--- src/hdl/vil_pkg.sv ---
/*
  Constants for the detector event latch block: register offsets, field
  positions, reset values and guard timing.
  Assumes a 100 MHz core clock and a 6-bit register address from the link.
*/
package vil_pkg;

  localparam int unsigned ADDR_W    = 6;
  localparam int unsigned DATA_W    = 8;
  localparam int unsigned SRC_W     = 5;

  // Register offsets
  localparam logic [5:0] OFF_FALL_EN     = 6'h10;
  localparam logic [5:0] OFF_FALL_SET    = 6'h11;
  localparam logic [5:0] OFF_FALL_CLR    = 6'h12;
  localparam logic [5:0] OFF_STATUS      = 6'h13;
  localparam logic [5:0] OFF_LATCH       = 6'h14;

  // Source bit positions
  localparam int unsigned BIT_HOST_DISC  = 0;
  localparam int unsigned BIT_VBUS_VALID = 1;
  localparam int unsigned BIT_SESS_VALID = 2;
  localparam int unsigned BIT_SESS_END   = 3;
  localparam int unsigned BIT_ID_GROUND  = 4;

  // Reset values
  localparam logic [4:0] FALL_EN_RESET   = 5'h1F;
  localparam logic [4:0] LATCH_RESET     = 5'h00;
  localparam logic [4:0] STATUS_RESET    = 5'h00;
  localparam logic [2:0] RESERVED_READ   = 3'h0;
  localparam logic [7:0] READ_ZERO       = 8'h00;

  // Id-ground guard time after the pull-up is enabled
  localparam int unsigned CLOCK_KHZ      = 100000;
  localparam int unsigned ID_GUARD_MS    = 50;
  localparam int unsigned ID_GUARD_CYCLES = ID_GUARD_MS * CLOCK_KHZ;

  typedef enum logic [1:0] {
    GUARD_OFF  = 2'b00,
    GUARD_WAIT = 2'b01,
    GUARD_OPEN = 2'b10
  } vil_guard_t;

endpackage : vil_pkg

--- src/hdl/vil_id_guard.sv ---
/*
  Id-ground guard: holds the id-ground detector masked while the id pull-up
  is off and for a fixed number of cycles after it is switched on.
  Assumes idPullup is synchronous to clock.
*/
`timescale 1ns/1ns
module vil_id_guard #(
  parameter int unsigned GUARD_CYCLES = vil_pkg::ID_GUARD_CYCLES
) (
  input  wire logic clock,
  input  wire logic rst_n,
  input  wire logic ce,
  input  wire logic idPullup,
  output logic      guardBusy
);

  localparam int unsigned CNT_W = $clog2(GUARD_CYCLES + 1);
  localparam logic [CNT_W-1:0] CNT_LAST = CNT_W'(GUARD_CYCLES - 1);
  localparam logic [CNT_W-1:0] CNT_ZERO = '0;
  localparam logic [CNT_W-1:0] CNT_ONE  = CNT_W'(1);

  vil_pkg::vil_guard_t state_q;
  vil_pkg::vil_guard_t state_d;
  logic [CNT_W-1:0]    count_q;
  logic [CNT_W-1:0]    count_d;
  logic                busy_q;
  logic                busy_d;

  always_comb begin
    state_d = state_q;
    count_d = count_q;
    case (state_q)
      vil_pkg::GUARD_OFF: begin
        count_d = CNT_ZERO;
        if (idPullup) begin
          state_d = vil_pkg::GUARD_WAIT;
        end
      end
      vil_pkg::GUARD_WAIT: begin
        if (!idPullup) begin
          state_d = vil_pkg::GUARD_OFF;
          count_d = CNT_ZERO;
        end else if (count_q == CNT_LAST) begin
          state_d = vil_pkg::GUARD_OPEN;
        end else begin
          count_d = count_q + CNT_ONE;
        end
      end
      vil_pkg::GUARD_OPEN: begin
        if (!idPullup) begin
          state_d = vil_pkg::GUARD_OFF;
        end
      end
      default: begin
        state_d = vil_pkg::GUARD_OFF;
        count_d = CNT_ZERO;
      end
    endcase
    busy_d = (state_d != vil_pkg::GUARD_OPEN);
  end

  always_ff @(posedge clock or negedge rst_n) begin
    if (!rst_n) begin
      state_q <= vil_pkg::GUARD_OFF;
      count_q <= CNT_ZERO;
      busy_q  <= 1'b1;
    end else if (ce) begin
      state_q <= state_d;
      count_q <= count_d;
      busy_q  <= busy_d;
    end
  end

  assign guardBusy = busy_q;

endmodule : vil_id_guard

--- src/hdl/vil_event_latch.sv ---
/*
  Detector status, falling-edge enables and event latch of the transceiver
  register group at offsets 0x10 to 0x14, reached by a simple register port.
  Assumes detector and mode inputs are synchronous to clock; rising-edge
  enables arrive as a level input from the register block that owns them.
*/
// Operation
// - Clear alias: read enables, ones clear bits
// - Status register read-only, live detector values
// - Id-ground status frozen by pull-up and guard
// - Session-valid and A-valid are one signal
// - Host-disconnect host-mode only, zero in low power
// - Host-disconnect resets to zero, then follows attachment
// - Unmasked detector changes set latch bits
// - Latch cleared on read and on entering low power
// - Latch cleared entering serial or carkit mode
// - Same-cycle event goes to read data and eventPulse, not the latch
// - Falling-edge enables, five bits, reset to one
// - Rising-edge enables gate low-to-high events
// - Id-ground events masked by pull-up guard
// - Host mode needs both pull-downs set
`timescale 1ns/1ns
module vil_event_latch #(
  parameter int unsigned ID_GUARD_CYCLES = vil_pkg::ID_GUARD_CYCLES
) (
  input  wire logic        clock,
  input  wire logic        rst_n,
  input  wire logic        ce,
  input  wire logic [5:0]  regAddr,
  input  wire logic        regWrite,
  input  wire logic [7:0]  regWdata,
  input  wire logic        regRead,
  output logic      [7:0]  regRdata,
  output logic             regRdValid,
  input  wire logic        idGroundIn,
  input  wire logic        sessionEndIn,
  input  wire logic        sessionValidIn,
  input  wire logic        vbusValidIn,
  input  wire logic        hostDisconnectIn,
  input  wire logic        idPullup,
  input  wire logic        dpPulldown,
  input  wire logic        dmPulldown,
  input  wire logic        lowPowerMode,
  input  wire logic        serialMode,
  input  wire logic        carkitMode,
  input  wire logic        clockSuspendM,
  input  wire logic [4:0]  riseEnable,
  output logic             aDeviceValid,
  output logic [4:0]       eventPulse,
  output logic             latchPending
);

  // Edge events of one set of sources against their previous values
  function automatic logic [4:0] edgeEvents(
    input logic [4:0] now,
    input logic [4:0] prev,
    input logic [4:0] riseEn,
    input logic [4:0] fallEn
  );
    edgeEvents = (now & ~prev & riseEn) | (~now & prev & fallEn);
  endfunction : edgeEvents

  function automatic logic [7:0] padRead(input logic [4:0] value);
    padRead = {vil_pkg::RESERVED_READ, value};
  endfunction : padRead

  logic       guardBusy;
  logic [4:0] fallEn_q;
  logic [4:0] fallEn_d;
  logic [4:0] status_q;
  logic [4:0] status_d;
  logic [4:0] latch_q;
  logic [4:0] latch_d;
  logic [7:0] rdata_q;
  logic [7:0] rdata_d;
  logic       rdValid_q;
  logic       rdValid_d;
  logic [4:0] event_q;
  logic [4:0] event_d;
  logic       pending_q;
  logic       pending_d;
  logic       lowPower_q;
  logic       serial_q;
  logic       carkit_q;
  logic       modes_d0;
  logic       modes_d1;
  logic       modes_d2;
  logic       hostMode;
  logic       idFrozen;
  logic       latchRead;
  logic       latchWipe;
  logic [4:0] events;
  logic [4:0] eventMask;

  vil_id_guard #(
    .GUARD_CYCLES (ID_GUARD_CYCLES)
  ) u_id_guard (
    .clock     (clock),
    .rst_n     (rst_n),
    .ce        (ce),
    .idPullup  (idPullup),
    .guardBusy (guardBusy)
  );

  // Mode and source state
  always_comb begin
    hostMode = dpPulldown & dmPulldown;
    idFrozen = !idPullup || guardBusy;
    status_d = status_q;
    // Frozen id-ground bit keeps its last value, no glitch from a floating pin
    if (!idFrozen) begin
      status_d[vil_pkg::BIT_ID_GROUND] = idGroundIn;
    end
    status_d[vil_pkg::BIT_SESS_END]   = sessionEndIn;
    status_d[vil_pkg::BIT_SESS_VALID] = sessionValidIn;
    status_d[vil_pkg::BIT_VBUS_VALID] = vbusValidIn;
    // Out of host mode or in low power the bit carries no meaning
    status_d[vil_pkg::BIT_HOST_DISC]  = hostDisconnectIn && hostMode && !lowPowerMode;
    modes_d0 = lowPowerMode;
    modes_d1 = serialMode;
    modes_d2 = carkitMode;
  end

  // Enables, events and latch
  always_comb begin
    latchRead = regRead && (regAddr == vil_pkg::OFF_LATCH);
    // Clock suspend deliberately not consulted on mode entry
    latchWipe = (lowPowerMode && !lowPower_q) || (serialMode && !serial_q)
              || (carkitMode && !carkit_q);
    eventMask = 5'h1F;
    if (idFrozen) begin
      eventMask[vil_pkg::BIT_ID_GROUND] = 1'b0;
    end
    // Reset value of status is zero, so a disconnected host at reset
    // gives a rising event on the first enabled cycle
    events = edgeEvents(status_d, status_q, riseEnable, fallEn_q) & eventMask;
    event_d = events;

    fallEn_d = fallEn_q;
    if (regWrite) begin
      case (regAddr)
        vil_pkg::OFF_FALL_EN:  fallEn_d = regWdata[4:0];
        vil_pkg::OFF_FALL_SET: fallEn_d = fallEn_q | regWdata[4:0];
        vil_pkg::OFF_FALL_CLR: fallEn_d = fallEn_q & ~regWdata[4:0];
        default:               fallEn_d = fallEn_q;
      endcase
    end

    if (latchWipe) begin
      latch_d = vil_pkg::LATCH_RESET;
    end else if (latchRead) begin
      latch_d = vil_pkg::LATCH_RESET;
    end else begin
      latch_d = latch_q | events;
    end
    pending_d = (latch_d != vil_pkg::LATCH_RESET);
  end

  // Register read port
  always_comb begin
    rdValid_d = regRead;
    rdata_d   = vil_pkg::READ_ZERO;
    if (regRead) begin
      case (regAddr)
        vil_pkg::OFF_FALL_EN:  rdata_d = padRead(fallEn_q);
        vil_pkg::OFF_FALL_SET: rdata_d = padRead(fallEn_q);
        vil_pkg::OFF_FALL_CLR: rdata_d = padRead(fallEn_q);
        vil_pkg::OFF_STATUS:   rdata_d = padRead(status_q);
        vil_pkg::OFF_LATCH:    rdata_d = padRead(latch_q | events);
        default:               rdata_d = vil_pkg::READ_ZERO;
      endcase
    end
  end

  always_ff @(posedge clock or negedge rst_n) begin
    if (!rst_n) begin
      status_q   <= vil_pkg::STATUS_RESET;
      lowPower_q <= 1'b0;
      serial_q   <= 1'b0;
      carkit_q   <= 1'b0;
    end else if (ce) begin
      status_q   <= status_d;
      lowPower_q <= modes_d0;
      serial_q   <= modes_d1;
      carkit_q   <= modes_d2;
    end
  end

  always_ff @(posedge clock or negedge rst_n) begin
    if (!rst_n) begin
      fallEn_q  <= vil_pkg::FALL_EN_RESET;
      latch_q   <= vil_pkg::LATCH_RESET;
      event_q   <= vil_pkg::LATCH_RESET;
      pending_q <= 1'b0;
    end else if (ce) begin
      fallEn_q  <= fallEn_d;
      latch_q   <= latch_d;
      event_q   <= event_d;
      pending_q <= pending_d;
    end
  end

  always_ff @(posedge clock or negedge rst_n) begin
    if (!rst_n) begin
      rdata_q   <= vil_pkg::READ_ZERO;
      rdValid_q <= 1'b0;
    end else if (ce) begin
      rdata_q   <= rdata_d;
      rdValid_q <= rdValid_d;
    end
  end

  assign regRdata     = rdata_q;
  assign regRdValid   = rdValid_q;
  assign aDeviceValid = status_q[vil_pkg::BIT_SESS_VALID];
  // Event pulses feed a receive-command builder outside this block
  assign eventPulse   = event_q;
  assign latchPending = pending_q;

  logic unusedSuspend;
  assign unusedSuspend = clockSuspendM;

endmodule : vil_event_latch

--- config.mk ---
export PLATFORM = sky130hd
export DESIGN_NAME = vil_event_latch
export DESIGN_NICKNAME = d
export VERILOG_FILES = /design/src/hdl/vil_pkg.sv /design/src/hdl/vil_id_guard.sv /design/src/hdl/vil_event_latch.sv
export SDC_FILE = /design/constraint.sdc
export NUM_CORES = 1
export LEC_CHECK = 0
export BUFFER_PORTS_ARGS = -buffer_cell sky130_fd_sc_hd__buf_2
export CORE_ASPECT_RATIO = 1.25
export CORE_MARGIN = 2
export CORE_UTILIZATION = 35
export CTS_BUF_LIST = sky130_fd_sc_hd__clkbuf_8
export DETAILED_ROUTE_END_ITERATION = 10
export GPL_TIMING_DRIVEN = 0
export HOLD_SLACK_MARGIN = 0.15
export PLACE_DENSITY = 0.54
export REMOVE_ABC_BUFFERS = 1
export SLEW_MARGIN = 20
export SYNTH_ARGS = -nofsm -noshare
export SYNTH_HDL_FRONTEND = slang
export SYNTH_SLANG_ARGS = --single-unit
export TNS_END_PERCENT = 5
--- constraint.sdc ---
create_clock -name clock -period 4.3 [get_ports clock]
set_input_delay 0.86 -clock clock [delete_from_list [all_inputs] [get_ports clock]]
set_output_delay 0.86 -clock clock [all_outputs]
set_load 0.02 [all_outputs]
==> results of run 1 <==
[cells by family after synthesis]
group | count (synthesis) | synth area share (%)
simple gates | 125 | 23.8
compound gates | 59 | 13.4
flops | 56 | 47.6
buf+inv | 29 | 4.77
mux | 18 | 6.63
xor+xnor | 11 | 3.25
fa+ha+maj | 1 | 0.422
other cells | 1 | 0.127
[power breakdown]
part / total, W / internal [W] / switching (W) / leakage [nW]
logic: 0.000141 / 0.0000600 / 0.0000807 / 0.680
clock network: 0.000307 / 0.000119 / 0.000187 / 0.0487
registers: 0.000593 / 0.000565 / 0.0000281 / 0.734
[routing by layer]
| metal | global-route usage [%] | wire (um) | share of wire (%) | up-vias |
|---|---|---|---|---|
| met5 | 0 | 0 | 0 | - |
| met4 | 4.24 | 104 | 1.6 | 0 |
| met3 | 3.46 | 299 | 4.6 | 9 |
| met2 | 26.0 | 3290 | 51 | 49 |
| met1 | 19.1 | 2810 | 43 | 1152 |
| li1 | - | - | - | 1167 |
[area by class of cell]
type	instances	area (sq um)
Tap cell	97	121
Inverter	17	63.8
Timing Repair Buffer	44	223
Clock inverter	3	26.3
Multi-Input combinational cell	217	1420
Clock buffer	5	68.8
Sequential cell	56	1410
Fill cell	823	4910
[path summary, 6_finish.rpt]
check | cells after the start | to
min | 2 | latch_q[4]
max reg2reg | 6 | u_id_guard.count_q[6]
min reg2reg | 2 | latch_q[4]
max in group asynchronous | 1 | u_id_guard.count_q[8]
min in group asynchronous | 1 | u_id_guard.count_q[5]
max | 4 | u_id_guard.count_q[22]
[critical path, cell delays in order]
cell and delay, ns:
buf_2 0.58, nand2_1 0.43, nor2_1 0.80, nor2_1 0.12
[placed cells by master (no fill, tap or decap), types with 4 or more instances in the layout]
| cell type | instances |
|---|---|
| dfstp_2 | 6 |
| nor3_1 | 6 |
| nand3_1 | 12 |
| nand4_1 | 5 |
| mux2_2 | 13 |
| a21oi_1 | 8 |
| o21ai_0 | 14 |
| o22ai_1 | 8 |
| inv_1 | 17 |
| nor2_1 | 30 |
| buf_2 | 43 |
| clkbuf_8 | 5 |
| mux2i_1 | 5 |
| nand2b_1 | 4 |
| nand2_1 | 27 |
| and4_1 | 4 |
| a22o_1 | 5 |
| dfrtp_1 | 50 |
| nor4_1 | 9 |
| xnor2_1 | 11 |
[cell usage after synthesis (3+ instances only)]
| master | n |
|---|---|
| nor4_1 | 9 |
| inv_1 | 17 |
| mux2i_1 | 5 |
| xnor2_1 | 11 |
| nand2_1 | 27 |
| nor2b_1 | 3 |
| o211ai_1 | 3 |
| a31oi_1 | 3 |
| o22ai_1 | 8 |
| nand3b_1 | 3 |
| o31ai_1 | 3 |
| and4_1 | 4 |
| a211o_1 | 3 |
| nand2b_1 | 4 |
| dfrtp_1 | 50 |
| o21ai_0 | 14 |
| a21oi_1 | 8 |
| a22o_1 | 5 |
| o22a_1 | 3 |
| o221ai_1 | 3 |
| clkbuf_1 | 4 |
| nand3_1 | 12 |
| nor2_1 | 30 |
| nand4_1 | 5 |
| dfstp_2 | 6 |
| mux2_2 | 13 |
| buf_4 | 4 |
| nor3_1 | 6 |
[metrics by stage]
step / util [%] / instances / setup slack [ns] / power [W]
after floorplan: - / 290 / 2.42 / 0.000679
after global placement: 39.2 / 431 / 1.34 / 0.000743
after detailed placement: 39.3 / 431 / 1.29 / 0.000746
after CTS: 40.4 / 439 / 1.64 / 0.00105
after global routing: 40.4 / 439 / 1.40 / 0.00110
final: 40.4 / 439 / 1.66 / 0.00104
[state kept, by name (all words and copies together), names as in the netlist]
register and cells:
latch_q 5, eventPulse 5, lowPower_q 1, u_id_guard.state_q 2, status_q 5, fallEn_q 5
regRdata 5, u_id_guard.guardBusy 1, regRdValid 1, carkit_q 1, latchPending 1, u_id_guard.count_q 23
serial_q 1
==> out/results.ini, run 1 <==
[place]
placed_area_sq_um=3240
routabilityCongestion=0.770
portBuffers=44
dp_hpwl_mm=4.69

[job]
drv_cap=0

[critical_path]
cp-end-kind=register
crit_fanout=41
worstPathArrival_ns=2.81
startpoint=ce
r2r_slack_ns=2.30
required_ns=4.47
rr_startpoint=u_id_guard.count_q[0]
startpoint_type=input port
crit_type=input port to register

[timing]
rsz0062_at_grt=no
setup_violations=0
relSlewSlack_pct=41.1
holdWs_ns=0.505
period_needed_ns=2.64
final-hold-violation-count=0
setup_tns_ns=0
worst_slew_pin_slew_ns=0.881
finClkSkew_ns=0.00785
period_share_pct=61.4
finalMaxSlewViolations=0
fmax_mhz=379

[cts]
clk_latency_ns=0.32
cts_tree=built
clock-sinks=56
root_buffer=clkbuf_8
cts_setup_buffers=0
cts_buffers=5
cts_hold_buf=0
ctsHtreeMaxLevel=2
postCtsResizedCells=0
cts_max_path_buffers=2
path_clk_slew_ns=0.10

[detailed_routing]
wl_per_cell_um=14.8
via_per_inst=5.41
wirelength_mm=6.51
firstDrtPassIters=4
drc=0
drtIter0Drc=105
vias=2377
antenna_left=0

[global_route]
grt_pass1_vias=2374
antenna_found_initial=0
grt_first_pass_wirelength_mm=11.3
grt.total_usage_pct=15.2
grt_max_degree=57
grt_overflow=0

[die]
die_x_um=86.3
start_util_pct=35.9
io_pins=52
die_y_um=107
num_rows=37
die-area_sq_um=9220
core_sq_um=8240

[min_path]
hp-start=latch_q[4]
holdCritPathClass=register to register

[synth]
synth_area_leaders=dfrtp_1, dfstp_2, mux2_2, nor2_1, nand2_1
synth_cell_types=55
synth_edf_count=0
yosysTopAreaCell=dfrtp_1
synth_ff_type=dfrtp_1
ys_seq_area_share_pct=47.6
syn_area_per_cell_sq_um=9.87
ys_ff_latch=56
synthCells=300
syn_area_sq_um=2960
synth_warnings=0
async_flop_share_pct=100
synth_top_cell_area_share_pct=42.2

[power_and_ir_drop]
vdd_drop_max_v=0.000186
p_leak_nw=1.46
pwr_density_cell_nw_per_um2=312

[cells_and_area]
stdcell_area_sq_um=3330
area_delta_synth_final_pct=12.5
insertedDiodeCount=0
nNetsFinal=378
drive_gt1_share_pct=24.0

[outcome]
outcome=finished clean

Note: power is estimated with default switching activity, not from simulation.
==> inputs of run 2 (changes only) <==
--- a/config.mk
+++ b/config.mk
@@ -13,7 +13,7 @@
 export DETAILED_ROUTE_END_ITERATION = 10
 export GPL_TIMING_DRIVEN = 0
 export HOLD_SLACK_MARGIN = 0.15
-export PLACE_DENSITY = 0.54
+export PLACE_DENSITY = 0.56
 export REMOVE_ABC_BUFFERS = 1
 export SLEW_MARGIN = 20
 export SYNTH_ARGS = -nofsm -noshare
==> constraint.sdc (replaced) <==
create_clock -name clock -period 2.35 [get_ports clock]
set_input_delay 0.47 -clock clock [delete_from_list [all_inputs] [get_ports clock]]
set_output_delay 0.47 -clock clock [all_outputs]
set_load 0.02 [all_outputs]
==> out/results.ini, run 2 (synthesized netlist as in run 1, its figures left out) <==
[outcome]
outcome=finished clean

[cells_and_area]
largest_reg_flops=23
nNetsFinal=378
top_register=u_id_guard.count_q
final_common_cell=dfrtp_1
final_util_pct=40.4
area_delta_synth_final_pct=12.5
insertedDiodeCount=0
fillerInstances=865
final_cell_mix=dfrtp_1, buf_2, nor2_1
drive_gt1_share_pct=24.3
regArea_sq_um=1410
stdcell_area_sq_um=3330
multi_input_area_sq_um=1420

[timing]
worst_slew_pin_slew_ns=0.790
finalMaxSlewViolations=0
final-hold-violation-count=0
relSlewSlack_pct=47.4
finClkSkew_ns=0.00803
period_share_pct=86.5
period_needed_ns=2.03
setup_tns_ns=0
finalWorstSetupSlack_ns=0.317
fmax_mhz=492
setup_violations=0
rsz0062_at_grt=no

[critical_path]
crit_fanout=41
slowest_delay_ns=0.60
rr_startpoint=u_id_guard.count_q[0]
required_ns=2.55
crit_type=input port to register
worstPathArrival_ns=2.23
startpoint_type=input port
r2r-end=u_id_guard.count_q[10]
critPathSlowestCell=buf_2
cp_cell_sequence=buf_2 -> nand2_1 -> or3_1 -> o211ai_1 -> o31ai_1
cp-end-kind=register
r2r_slack_ns=0.38
worst-r2r-cell-count=6

[detailed_routing]
antenna_left=0
drtIter0Drc=142
vias=2343
firstDrtPassIters=4
wl_per_cell_um=15.0
drc=0
wirelength_mm=6.57
via_per_inst=5.34

[power_and_ir_drop]
p_leak_nw=1.46
comb_power_share_pct=13.4
total_power_w=0.00191
switching_share_pct=28.6
p_int_w=0.00136
pwr_density_cell_nw_per_um2=572
p_seq_share_pct=56.9
p_sw_w=0.000545
vdd_drop_max_v=0.000262
p_clk_share_pct=29.7

[place]
dp_hpwl_mm=4.64
dpl_worst_slack_ns=-0.208
portBuffers=44
placed_area_sq_um=3240
routabilityCongestion=0.792

[cts]
cts_tree=built
ctsHtreeMaxLevel=2
root_buffer=clkbuf_8
clock-sinks=56
clk_latency_ns=0.31
cts_setup_buffers=0
postCtsResizedCells=0
path_clk_slew_ns=0.11
cts_buffers=5
cts_max_path_buffers=2
cts_hold_buf=0

[global_route]
grt_max_degree=57
grt_overflow=0
antenna_found_initial=0
grt_first_pass_wirelength_mm=11.1
grt_pass1_vias=2316
grt.total_usage_pct=15.1

[die]
io_pins=52
start_util_pct=35.9
core_sq_um=8240
die_y_um=107
num_rows=37
die_x_um=86.3
die-area_sq_um=9220

[job]
drv_cap=0

[min_path]
holdCritPathClass=input port to async pin

-- run 2: cell counts in the layout (fill, tap and decap cells not counted) --
Identical to the previous run, type by type.
-- run 2: power by group through the flow --
stage / logic, W / registers [W] / clock network [W]
after global placement: 0.000256 / 0.00110 / 0
final: 0.000256 / 0.00108 / 0.000566
after CTS: 0.000260 / 0.00109 / 0.000584
after global routing: 0.000291 / 0.00110 / 0.000617
after floorplan: 0.000138 / 0.00110 / 0
after detailed placement: 0.000259 / 0.00110 / 0
-- run 2: layer usage --
metal	vias up	GRT usage [%]	routed length, um
met4	0	3.91	97
met5	-	0	0
met3	7	2.62	228
li1	1165	-	-
met2	50	25.9	3250
met1	1121	19.6	2990
-- run 2: worst max path at each step --
| stage | depth (start not counted) | slack [ns] | endpoint | startpoint |
|---|---|---|---|---|
| final | 5 | 0.32 | u_id_guard.count_q[6] | ce |
| after floorplan | 6 | 0.55 | u_id_guard.count_q[10] | u_id_guard.count_q[0] |
| after global placement | 4 | -0.20 | u_id_guard.count_q[22] | ce |
| after CTS | 4 | 0.14 | u_id_guard.count_q[14] | ce |
| after global routing | 5 | 0.19 | u_id_guard.count_q[6] | ce |
| after detailed placement | 4 | -0.21 | u_id_guard.count_q[20] | ce |
-- run 2: per-stage QoR --
step	hold WS, ns	std cells
6_report	0.189	439
5_1_grt	0.268	439
4_1_cts	0.230	439
3_5_place_dp	0.485	431
3_3_place_gp	0.478	431
2_1_floorplan	0.174	290
-- run 2: critical path, delay by kind of cell --
kind            cells  cell delay, ns
simple gates        2            0.89
compound gates      2            0.25
buf+inv             1            0.60
-- run 2: layout make-up --
| class | count | area share [%] |
|---|---|---|
| sequential | 56 | 42.3 |
| tap | 97 | 3.64 |
| clock inverter | 3 | 0.788 |
| timing repair buffer | 44 | 6.68 |
| clock buffer | 5 | 2.06 |
| multi-input combinational | 217 | 42.6 |
| inverter | 17 | 1.91 |
